[src/pkg/strc_pkg.sv]
package strc_pkg;

  // Memory clock frequency and derived trigger interval
  localparam int unsigned CLK_MHZ = 200;
  localparam int unsigned TRIG_PERIOD_US = 24;
  localparam int unsigned TRIG_CYCLES = TRIG_PERIOD_US * CLK_MHZ;
  localparam int unsigned TRIG_CNT_W = 13;

  // Refresh deadline: the whole raster within one tenth of a second
  localparam int unsigned REFRESH_LIMIT_MS = 100;

  // Address and word geometry
  localparam int unsigned ADDR_W = 10;
  localparam int unsigned WORD_W = 40;
  localparam int unsigned NUM_ADDR = 1 << ADDR_W;

  // Pulse chain phase lengths in clock cycles
  localparam int unsigned PH_W = 10;
  localparam logic [PH_W-1:0] DOT_CYC = 10'h028;
  localparam logic [PH_W-1:0] TEST_CYC = 10'h014;
  localparam logic [PH_W-1:0] DASH_CYC = 10'h050;
  localparam logic [PH_W-1:0] DONE_CYC = 10'h00A;

  // Reset values
  localparam logic [ADDR_W-1:0] DISP_RST = 10'h000;
  localparam logic [TRIG_CNT_W-1:0] TRIG_RST = 13'h0000;

  // Pulse chain states, one-hot
  typedef enum logic [4:0] {
    STRC_IDLE = 5'h01,
    STRC_DOT = 5'h02,
    STRC_TEST = 5'h04,
    STRC_DASH = 5'h08,
    STRC_DONE = 5'h10
  } strc_state_t;

  // Access request from the order/control side
  typedef struct packed {
    logic act;
    logic wr;
    logic [ADDR_W-1:0] addr;
    logic [WORD_W-1:0] wdata;
  } strc_req_t;

  // Beam drive bundle toward deflection and grids
  typedef struct packed {
    logic [ADDR_W-1:0] pos;
    logic offset;
    logic [WORD_W-1:0] beam;
  } strc_beam_t;

endpackage : strc_pkg

[src/rtl/strc_ctrl.sv]
`timescale 1ns/10ps
// Behaviour
// [RL1] Two cycle kinds: action and regenerate
// [RL2] Regenerate whenever no access is pending
// [RL3] Trigger every 24 us launches chain
// [RL4] Chain steps dispatch counter for position
// [RL5] Spots refreshed in address order
// [RL6] Each spot refreshed within a tenth second; code forces no regenerate, so back-to-back accesses can stall the sweep
// [RL7] Dot encodes one, dash encodes zero
// [RL8] Write select marks a write cycle
// [RL9] Regenerate and read share bit logic
// [RL10] Write select and regen/read mutually exclusive
// [RL11] Dot pulse turns beam on at position
// [RL12] Dash test gate samples sense into flipflop
// [RL13] Clamp positive dash excursion before gate
// [RL14] Set sense flipflop keeps beam on
// [RL15] Regenerate dash sets vertical offset flipflop
// [RL16] Clear sense turns beam off after dot
// [RL17] Position from order or counter, all tubes
// [RL18] Order on action, counter on regenerate
// [RL19] Write: zero holds beam, one drops it
// [RL20] Read data from sense flipflop zero side
// [RL21] Counter wraps, sweep repeats forever
module strc_ctrl (
  input wire logic i_clk_sys,
  input wire logic i_rstn,
  input wire strc_pkg::strc_req_t i_req,
  input wire logic [strc_pkg::WORD_W-1:0] i_sense,
  input wire logic [strc_pkg::WORD_W-1:0] i_sense_clamp,
  output logic o_trig,
  output logic o_write_sel,
  output logic o_regen_read,
  output logic o_action,
  output strc_pkg::strc_beam_t o_beam,
  output logic o_monitor_beam,
  output logic [strc_pkg::ADDR_W-1:0] o_dispatch,
  output logic o_ack,
  output logic [strc_pkg::WORD_W-1:0] o_rdata
);

  // Reset synchroniser: asynchronous assert, two-stage release
  // Release is synchronised so no flop leaves reset on a different edge
  // Assertion stays asynchronous so the block clears even without a clock
  logic rst_meta_reg; // First stage, may go metastable on release
  logic rst_sync_reg; // Second stage, the only one the logic reads
  always_ff @(posedge i_clk_sys or negedge i_rstn) begin
    if (!i_rstn) begin
      rst_meta_reg <= 1'b0;
      rst_sync_reg <= 1'b0;
    end else begin
      rst_meta_reg <= 1'b1;
      rst_sync_reg <= rst_meta_reg;
    end
  end
  wire logic rstn = rst_sync_reg;

  // Sense lines come from analog comparators, so they are synchronised
  // The two extra cycles of latency are absorbed by the 40-cycle dot phase ahead of the test phase
  // Only the second stage feeds the sample gate, never the first
  logic [strc_pkg::WORD_W-1:0] sense_meta_reg;
  logic [strc_pkg::WORD_W-1:0] sense_sync_reg;
  logic [strc_pkg::WORD_W-1:0] clamp_meta_reg;
  logic [strc_pkg::WORD_W-1:0] clamp_sync_reg;
  always_ff @(posedge i_clk_sys or negedge rstn) begin
    if (!rstn) begin
      sense_meta_reg <= '0;
      sense_sync_reg <= '0;
      clamp_meta_reg <= '0;
      clamp_sync_reg <= '0;
    end else begin
      sense_meta_reg <= i_sense;
      sense_sync_reg <= sense_meta_reg;
      clamp_meta_reg <= i_sense_clamp;
      clamp_sync_reg <= clamp_meta_reg;
    end
  end

  // Memory clock: free-running divider giving one trigger pulse
  // It never stops, so regeneration goes on during long arithmetic
  // The trigger is a one-cycle enable, not a second clock
  logic [strc_pkg::TRIG_CNT_W-1:0] trig_cnt_reg;
  logic [strc_pkg::TRIG_CNT_W-1:0] trig_cnt_next;
  logic trig_reg;
  logic trig_next;
  always_comb begin
    if (trig_cnt_reg == strc_pkg::TRIG_CNT_W'(strc_pkg::TRIG_CYCLES - 1)) begin
      trig_cnt_next = strc_pkg::TRIG_RST;
      trig_next = 1'b1; // [RL3]
    end else begin
      trig_cnt_next = trig_cnt_reg + 1'b1;
      trig_next = 1'b0;
    end
  end
  always_ff @(posedge i_clk_sys or negedge rstn) begin
    if (!rstn) begin
      trig_cnt_reg <= strc_pkg::TRIG_RST;
      trig_reg <= 1'b0;
    end else begin
      trig_cnt_reg <= trig_cnt_next;
      trig_reg <= trig_next;
    end
  end

  // Pulse chain and per-cycle state
  // Cycle kind, write select, position and write word are latched at the trigger and held for the cycle,
  // so the order side may change its request once the ack is seen
  strc_pkg::strc_state_t state_reg; // Current chain phase
  strc_pkg::strc_state_t state_next; // Next chain phase
  logic [strc_pkg::PH_W-1:0] ph_reg; // Cycles spent in current phase
  logic [strc_pkg::PH_W-1:0] ph_next;
  logic action_reg; // Cycle kind latched at trigger
  logic action_next;
  logic wr_reg; // Write select for this cycle
  logic wr_next;
  // Beam position shared by all bit tubes and the monitor tube
  logic [strc_pkg::ADDR_W-1:0] pos_reg;
  logic [strc_pkg::ADDR_W-1:0] pos_next;
  // Accumulator word captured at the trigger for a write cycle
  logic [strc_pkg::WORD_W-1:0] wdata_reg;
  logic [strc_pkg::WORD_W-1:0] wdata_next;
  logic [strc_pkg::WORD_W-1:0] ff_reg; // Per-bit sense flipflops
  logic [strc_pkg::WORD_W-1:0] ff_next;
  // Per-tube beam enables, one bit per stored bit
  logic [strc_pkg::WORD_W-1:0] beam_reg;
  logic [strc_pkg::WORD_W-1:0] beam_next;
  logic offset_reg; // Vertical dash offset flipflop
  logic offset_next;
  logic [strc_pkg::ADDR_W-1:0] disp_reg; // Dispatch counter
  logic [strc_pkg::ADDR_W-1:0] disp_next;
  // One-cycle completion pulse of an action cycle
  logic ack_reg;
  logic ack_next;
  // Read word, held until the next action cycle ends
  logic [strc_pkg::WORD_W-1:0] rdata_reg;
  logic [strc_pkg::WORD_W-1:0] rdata_next;
  // Monitor tube follows the dot only, for viewing the raster
  logic mon_reg;
  logic mon_next;
  // Clamped sense, the input of the dash test gate
  logic [strc_pkg::WORD_W-1:0] gated;

  // Clamp limits the positive dash excursion, then test gate samples
  assign gated = sense_sync_reg & clamp_sync_reg; // [RL13]

  // Chain sequencing: dot, dash test, dash, done
  // All but the phase count and the ack hold by default; each phase changes only what it owns
  // A trigger that arrives while a chain runs is ignored; the chain is
  // much shorter than the trigger period, so this cannot happen in use
  always_comb begin
    state_next = state_reg;
    ph_next = ph_reg + 1'b1;
    action_next = action_reg;
    wr_next = wr_reg;
    pos_next = pos_reg;
    wdata_next = wdata_reg;
    ff_next = ff_reg;
    beam_next = beam_reg;
    offset_next = offset_reg;
    disp_next = disp_reg;
    ack_next = 1'b0;
    rdata_next = rdata_reg;
    mon_next = mon_reg;
    unique case (state_reg)
      strc_pkg::STRC_IDLE: begin
        ph_next = '0;
        if (trig_reg) begin // [RL3]
          state_next = strc_pkg::STRC_DOT;
          // An access takes the cycle; otherwise regenerate
          action_next = i_req.act; // [RL1] [RL2]
          wr_next = i_req.act & i_req.wr; // [RL8]
          wdata_next = i_req.wdata;
          // Order address on action, dispatch counter on regenerate
          pos_next = i_req.act ? i_req.addr : disp_reg; // [RL17] [RL18]
          ff_next = '0;
          offset_next = 1'b0;
          beam_next = {strc_pkg::WORD_W{1'b1}}; // [RL11]
          mon_next = 1'b1;
        end
      end
      // Beam on at the dot; sense settles through the synchroniser
      strc_pkg::STRC_DOT: begin
        if (ph_reg == strc_pkg::DOT_CYC - 1'b1) begin
          state_next = strc_pkg::STRC_TEST;
          ph_next = '0;
        end
      end
      // Dash test gate open: any dash signal sets the bit's flipflop
      // Flipflops only set here and clear at cycle start, so no clash
      strc_pkg::STRC_TEST: begin
        // Sampling runs on reads and writes alike for uniformity
        ff_next = ff_reg | gated; // [RL12] [RL9]
        if (ph_reg == strc_pkg::TEST_CYC - 1'b1) begin
          state_next = strc_pkg::STRC_DASH;
          ph_next = '0;
          offset_next = 1'b1; // [RL15]
          // Dot ends: beam stays only where a zero is kept
          if (wr_reg) begin
            beam_next = ~wdata_reg; // [RL19] [RL7]
          end else begin
            beam_next = ff_reg | gated; // [RL14] [RL16] [RL7]
          end
          mon_next = 1'b0;
        end
      end
      // Beam moved to the dash spot; lit bits discharge the dot
      strc_pkg::STRC_DASH: begin
        if (ph_reg == strc_pkg::DASH_CYC - 1'b1) begin
          state_next = strc_pkg::STRC_DONE;
          ph_next = '0;
          beam_next = '0;
          offset_next = 1'b0;
        end
      end
      // Settling time before the next trigger; results handed over here
      strc_pkg::STRC_DONE: begin
        if (ph_reg == strc_pkg::DONE_CYC - 1'b1) begin
          state_next = strc_pkg::STRC_IDLE;
          ph_next = '0;
          if (action_reg) begin
            ack_next = 1'b1;
            rdata_next = ~ff_reg; // [RL20]
          end else begin
            // Wraps naturally, so the sweep repeats for ever
            disp_next = disp_reg + 1'b1; // [RL4] [RL5] [RL21] [RL6]
          end
        end
      end
      // Illegal one-hot codes fall back to idle and wait for a trigger
      default: begin
        state_next = strc_pkg::STRC_IDLE;
        ph_next = '0;
      end
    endcase
  end

  // Register the chain state
  // Reset leaves the beam dark and the counter at the first address
  always_ff @(posedge i_clk_sys or negedge rstn) begin
    if (!rstn) begin
      state_reg <= strc_pkg::STRC_IDLE;
      ph_reg <= '0;
      action_reg <= 1'b0;
      wr_reg <= 1'b0;
      pos_reg <= strc_pkg::DISP_RST;
      wdata_reg <= '0;
      ff_reg <= '0;
      beam_reg <= '0;
      offset_reg <= 1'b0;
      disp_reg <= strc_pkg::DISP_RST;
      ack_reg <= 1'b0;
      rdata_reg <= '0;
      mon_reg <= 1'b0;
    end else begin
      state_reg <= state_next;
      ph_reg <= ph_next;
      action_reg <= action_next;
      wr_reg <= wr_next;
      pos_reg <= pos_next;
      wdata_reg <= wdata_next;
      ff_reg <= ff_next;
      beam_reg <= beam_next;
      offset_reg <= offset_next;
      disp_reg <= disp_next;
      ack_reg <= ack_next;
      rdata_reg <= rdata_next;
      mon_reg <= mon_next;
    end
  end

  // Outputs straight from flipflops; select lines complementary
  // Both selects derive from one flop, so they can never overlap
  // Read and regenerate share the same select, as the bit logic is shared
  assign o_trig = trig_reg;
  assign o_write_sel = wr_reg; // [RL10]
  assign o_regen_read = ~wr_reg; // [RL10]
  assign o_action = action_reg;
  assign o_beam = '{pos: pos_reg, offset: offset_reg, beam: beam_reg};
  assign o_monitor_beam = mon_reg;
  assign o_dispatch = disp_reg;
  assign o_ack = ack_reg;
  assign o_rdata = rdata_reg;

endmodule : strc_ctrl

[config.mk]
export PLATFORM = sky130hd
export DESIGN_NAME = strc_ctrl
export DESIGN_NICKNAME = d
export VERILOG_FILES = /design/src/pkg/strc_pkg.sv /design/src/rtl/strc_ctrl.sv
export SDC_FILE = /design/constraint.sdc
export NUM_CORES = 1
export LEC_CHECK = 0
export BUFFER_PORTS_ARGS = -buffer_cell sky130_fd_sc_hd__buf_2
export CAP_MARGIN = 20
export CORE_MARGIN = 8
export CORE_UTILIZATION = 30
export CTS_CLUSTER_SIZE = 25
export DETAILED_ROUTE_END_ITERATION = 16
export GPL_TIMING_DRIVEN = 1
export PLACE_DENSITY = 0.49
export RECOVER_POWER = 25
export SYNTH_ARGS = -nofsm -noshare
export SYNTH_HDL_FRONTEND = slang
export SYNTH_SLANG_ARGS = --single-unit
[constraint.sdc]
create_clock -name i_clk_sys -period 12.2 [get_ports i_clk_sys]
set_clock_uncertainty 0.2 [all_clocks]
set_input_delay 1.83 -clock i_clk_sys [delete_from_list [all_inputs] [get_ports i_clk_sys]]
set_output_delay 1.83 -clock i_clk_sys [all_outputs]
set_load 0.02 [all_outputs]
Yosys cells after proc, flatten, opt, wreduce, memory -nomap -nowiden
Cells that the tools add are included.
- flip-flop bits (word level): 376
- input port bits: 134
- output and inout bits: 107
- logic and storage cells: 86
- add/subtract/negate cells: 3
- equality and inequality tests: 15
- multiplexer cells: 31
- bitwise logic cells: 7
- reduce and logical (&&, ||, !) cells: 9
- operators by type and width (kind ; count):
    40-bit 2-to-1 mux ; 5
    40-bit case mux with 3 select lines ; 1
    40-bit inverter ; 2
    40-bit case mux with 2 select lines ; 1
    10-bit 2-to-1 mux ; 5
    40-bit AND ; 1
    40-bit bitwise OR ; 1
    10-bit case mux with 4 select lines ; 1
    5-bit 2-to-1 mux ; 5
    5-bit case mux with 5 select lines ; 1
    10-bit by 1-bit adder with 10-bit output, second input constant ; 2
    13-bit by 1-bit adder with 13-bit output, second input constant ; 1
    13-bit equality test, second input constant ; 1
    13-bit 2-to-1 mux ; 1
    10-bit by 4-bit equality test with 1-bit output, second input constant ; 1
    10-bit by 5-bit equality test with 1-bit output, second input constant ; 1
    10-bit by 6-bit equality test with 1-bit output, second input constant ; 1
    10-bit by 7-bit equality test with 1-bit output, second input constant ; 1
    2-bit inequality test, second input constant ; 5
    1-bit 2-to-1 mux ; 9
    3-bit AND reduction ; 3
    5-bit by 1-bit equality test with 1-bit output, second input constant ; 1
    5-bit by 2-bit equality test with 1-bit output, second input constant ; 1
    5-bit by 3-bit equality test with 1-bit output, second input constant ; 1
    11 further kinds ; 13

Logic depth before layout (Yosys ltp)
- depth after elaboration: 5
- depth in mapped cells: 8
- gate-level depth less buffers: 6

Worst setup path after synthesis
Ideal clock, no wire load.
- path type: reg-to-output
- from: register wr_reg (netlist: o_write_sel)
- to: output o_regen_read
- arrival: 1.153 ns
- data required time: 10.170 ns
- path slack: 9.017 ns
- stages on the path, launching flop included: 4
- cells stage by stage: dfrtp_1 -> clkbuf_1 -> clkbuf_1 -> inv_1
- cells in the longest elaborated chain, start to end: 1
- ends and longest elaborated chain (element ; RTL line ; RTL):
    from (decl) ; strc_ctrl.sv:113 ; logic wr_reg;
    from (signal assigned) ; strc_ctrl.sv:257 ; wr_reg <= wr_next;
    1-bit inverter ; strc_ctrl.sv:275 ; assign o_regen_read = ~wr_reg;
    to (decl) ; strc_ctrl.sv:32 ; output logic o_regen_read,
Every way passes these cells.

==> impl_metrics.json <==
{
  "synth_edf_count": 0,
  "syn_to_final_growth_pct": 25.6,
  "seq_area_um2": 9420,
  "fillers": 4184,
  "p_comb_share_pct": 2.1,
  "htree_levels": 2,
  "critPathCaptureType": "asynchronous set/reset pin",
  "final_common_cell": "dfrtp_1",
  "cts.clk_slew.worst_paths_ns": 0.06,
  "cts_setup_buffers": 0,
  "multi_input_area_um2": 3290,
  "cts_tree": "built",
  "cts_buffers": 44,
  "drive_gt1_share_pct": 26.1,
  "post_synth.cell_area_avg_um2": 12.8,
  "relSlewSlack_pct": -141,
  "worst-endpoint-arrival_ns": 5.37,
  "cts_root_buffer": "clkbuf_16",
  "wl_per_cell_um": 18.0,
  "start_util_pct": 30.2,
  "power_density_nw_per_um2": 164,
  "max_cap_viol_count": 1,
  "place.port_buffers": 240,
  "vias": 8482,
  "drtIter0Drc": 376,
  "antenna_found_initial": 0,
  "postRouteAntennaNets": 0,
  "synth-seq-cells": 376,
  "drt-total-wl_um": 33000,
  "yosys_warnings": 0,
  "min_period_ns": 5.10,
  "setup_tns_ns": 0,
  "ys_seq_area_share_pct": 72.8,
  "routed_via_density": 4.63,
  "power.total_mw": 2.67,
  "setup_viol": 0,
  "postLayoutCoreUtil_pct": 37.9,
  "violations": "capacitance limit, slew limit",
  "dp_hpwl_um": 20900,
  "slew_viol_final": 70,
  "io_pins": 241,
  "syn_inst": 1006,
  "finalHoldViolations": 0,
  "clock-sinks": 376,
  "cp_data_required_time_ns": 12.47,
  "status": "finished with violations",
  "grt_pass1_vias": 9147,
  "worstPathMaxFanout": 69,
  "timing.final.crit_share_pct": 41.8,
  "seqPwrFrac_pct": 48.3,
  "fin_area_um2": 16200,
  "synth_flop_cell": "dfrtp_1",
  "antenna_cells": 0,
  "ctsHoldBuffers": 0,
  "irDropWorstVdd_mv": 0.0786,
  "intPower_mw": 2.11,
  "drc": 0,
  "grt_max_degree": 167,
  "rsz0062_at_grt": "no",
  "rows": 76,
  "power_switching_mw": 0.559,
  "core_um2": 42800,
  "startpoint_type": "flop",
  "grt_usage_pct": 13.2,
  "worst-setup-path-type": "reg -> async",
  "cts-resized-gates": 0,
  "cts_buffer_depth": 3,
  "max_freq_mhz": 196,
  "netlist_area_um2": 12900,
  "routabilityCongestion": 0.749,
  "dieArea_um2": 50000,
  "leakage_nw": 8.03,
  "overflow": 0,
  "hold_path.class": "reg -> reg",
  "drt_first_pass_iters": 4,
  "tightest_slew_ns": 3.61,
  "synthArstFlopShare_pct": 100,
  "nets": 1389,
  "synth_nets": 1144,
  "synth_cell_types": 46,
  "clkLatencyLatePin_ns": 0.56,
  "power_frac_clock_pct": 49.6,
  "placed_area_um2": 14700,
  "power.share.switching_pct": 21.0,
  "grt_pass1_wl_um": 52400,
  "die_h_um": 224,
  "layout_common_cells": "373 x dfrtp_1, 239 x buf_2, 182 x nand2_1, 80 x a211oi_1, 61 x nor2_1",
  "fin_hold_ws_ns": 0.133,
  "die_x_um": 224
}
==> final cells by class <==
type / instances / area share, %
tap: 546 / 4.21
multi-input combinational: 571 / 20.3
inverter: 5 / 0.116
clock inverter: 18 / 1.35
sequential: 376 / 58.0
timing repair buffer: 253 / 8.19
clock buffer: 62 / 7.82
==> cells by family after synthesis <==
| kind of cell | after synthesis | share of synthesized area (%) |
|---|---|---|
| DFF | 376 | 72.8 |
| and+or+nand+nor | 303 | 10.2 |
| AOI/OAI and AO/OA | 225 | 12.0 |
| buffers and inverters | 59 | 1.91 |
| xor gates and xnor gates | 27 | 1.83 |
| muxes | 11 | 0.862 |
| adders and majority gates | 4 | 0.387 |
| other | 1 | 0.0290 |
==> synth_stat cells (3+ instances only) <==
master	number	area share, %
and3_1	11	0.53
o21ai_0	53	2.1
o22a_1	40	2.7
xnor2_1	17	1.2
nand4_1	7	0.34
a211oi_1	80	4.6
nand2_1	183	5.3
nand3b_1	3	0.17
a21oi_1	3	0.12
a31oi_1	40	1.9
inv_1	5	0.15
ha_1	4	0.39
mux2i_1	10	0.77
nor3_1	5	0.19
nand3_1	14	0.54
nor2_1	61	1.8
o22ai_1	4	0.19
dfrtp_1	375	73
clkbuf_1	39	1.1
xor2_1	10	0.68
buf_2	11	0.43
==> through the flow <==
stage          instances  worst slack (ns)
2_1_floorplan       1006             0.746
3_3_place_gp        1748              8.47
3_5_place_dp        1748              8.47
4_1_cts             1828              7.83
5_1_grt             1831              6.04
6_report            1831              7.10
==> power groups by stage <==
stage	combinational [mW]	clock, mW	sequential (mW)
CTS	0.0544	1.37	1.29
global placement	0.0538	0	1.31
global route	0.0652	1.41	1.29
floorplan	0.00375	0	1.33
detailed placement	0.0542	0	1.32
finish	0.0566	1.32	1.29
==> critical path, stage by stage, from the launching register on <==
cell and delay [ns]:
dfrtp_4 0.43, clkbuf_1 2.53, buf_4 1.00, buf_4 0.81
==> path summary, 6_finish.rpt <==
check / start / end / slack [ns] / cells past startpoint
min: sense_meta_reg[5] / sense_sync_reg[5] / 0.13 / 0
max: rst_sync_reg / o_write_sel / 7.10 / 3
min reg2reg: sense_meta_reg[5] / sense_sync_reg[5] / 0.13 / 0
max reg2reg: rst_sync_reg / o_write_sel / 7.10 / 3
max in group i_clk_sys: o_write_sel / o_regen_read / 7.93 / 3
min in group asynchronous: rst_sync_reg / ff_reg[34] / 0.23 / 1
==> per-layer routing <==
metal  vias to the layer above  share of wire, %  global-route usage (%)
met5                         -                 0                       0
met4                         0               2.4                    4.63
met3                        55               6.0                    3.56
met2                       201                48                    21.9
met1                      4206                43                    16.6
li1                       4020                 -                       -
Note: power is estimated with default switching activity, not from simulation.
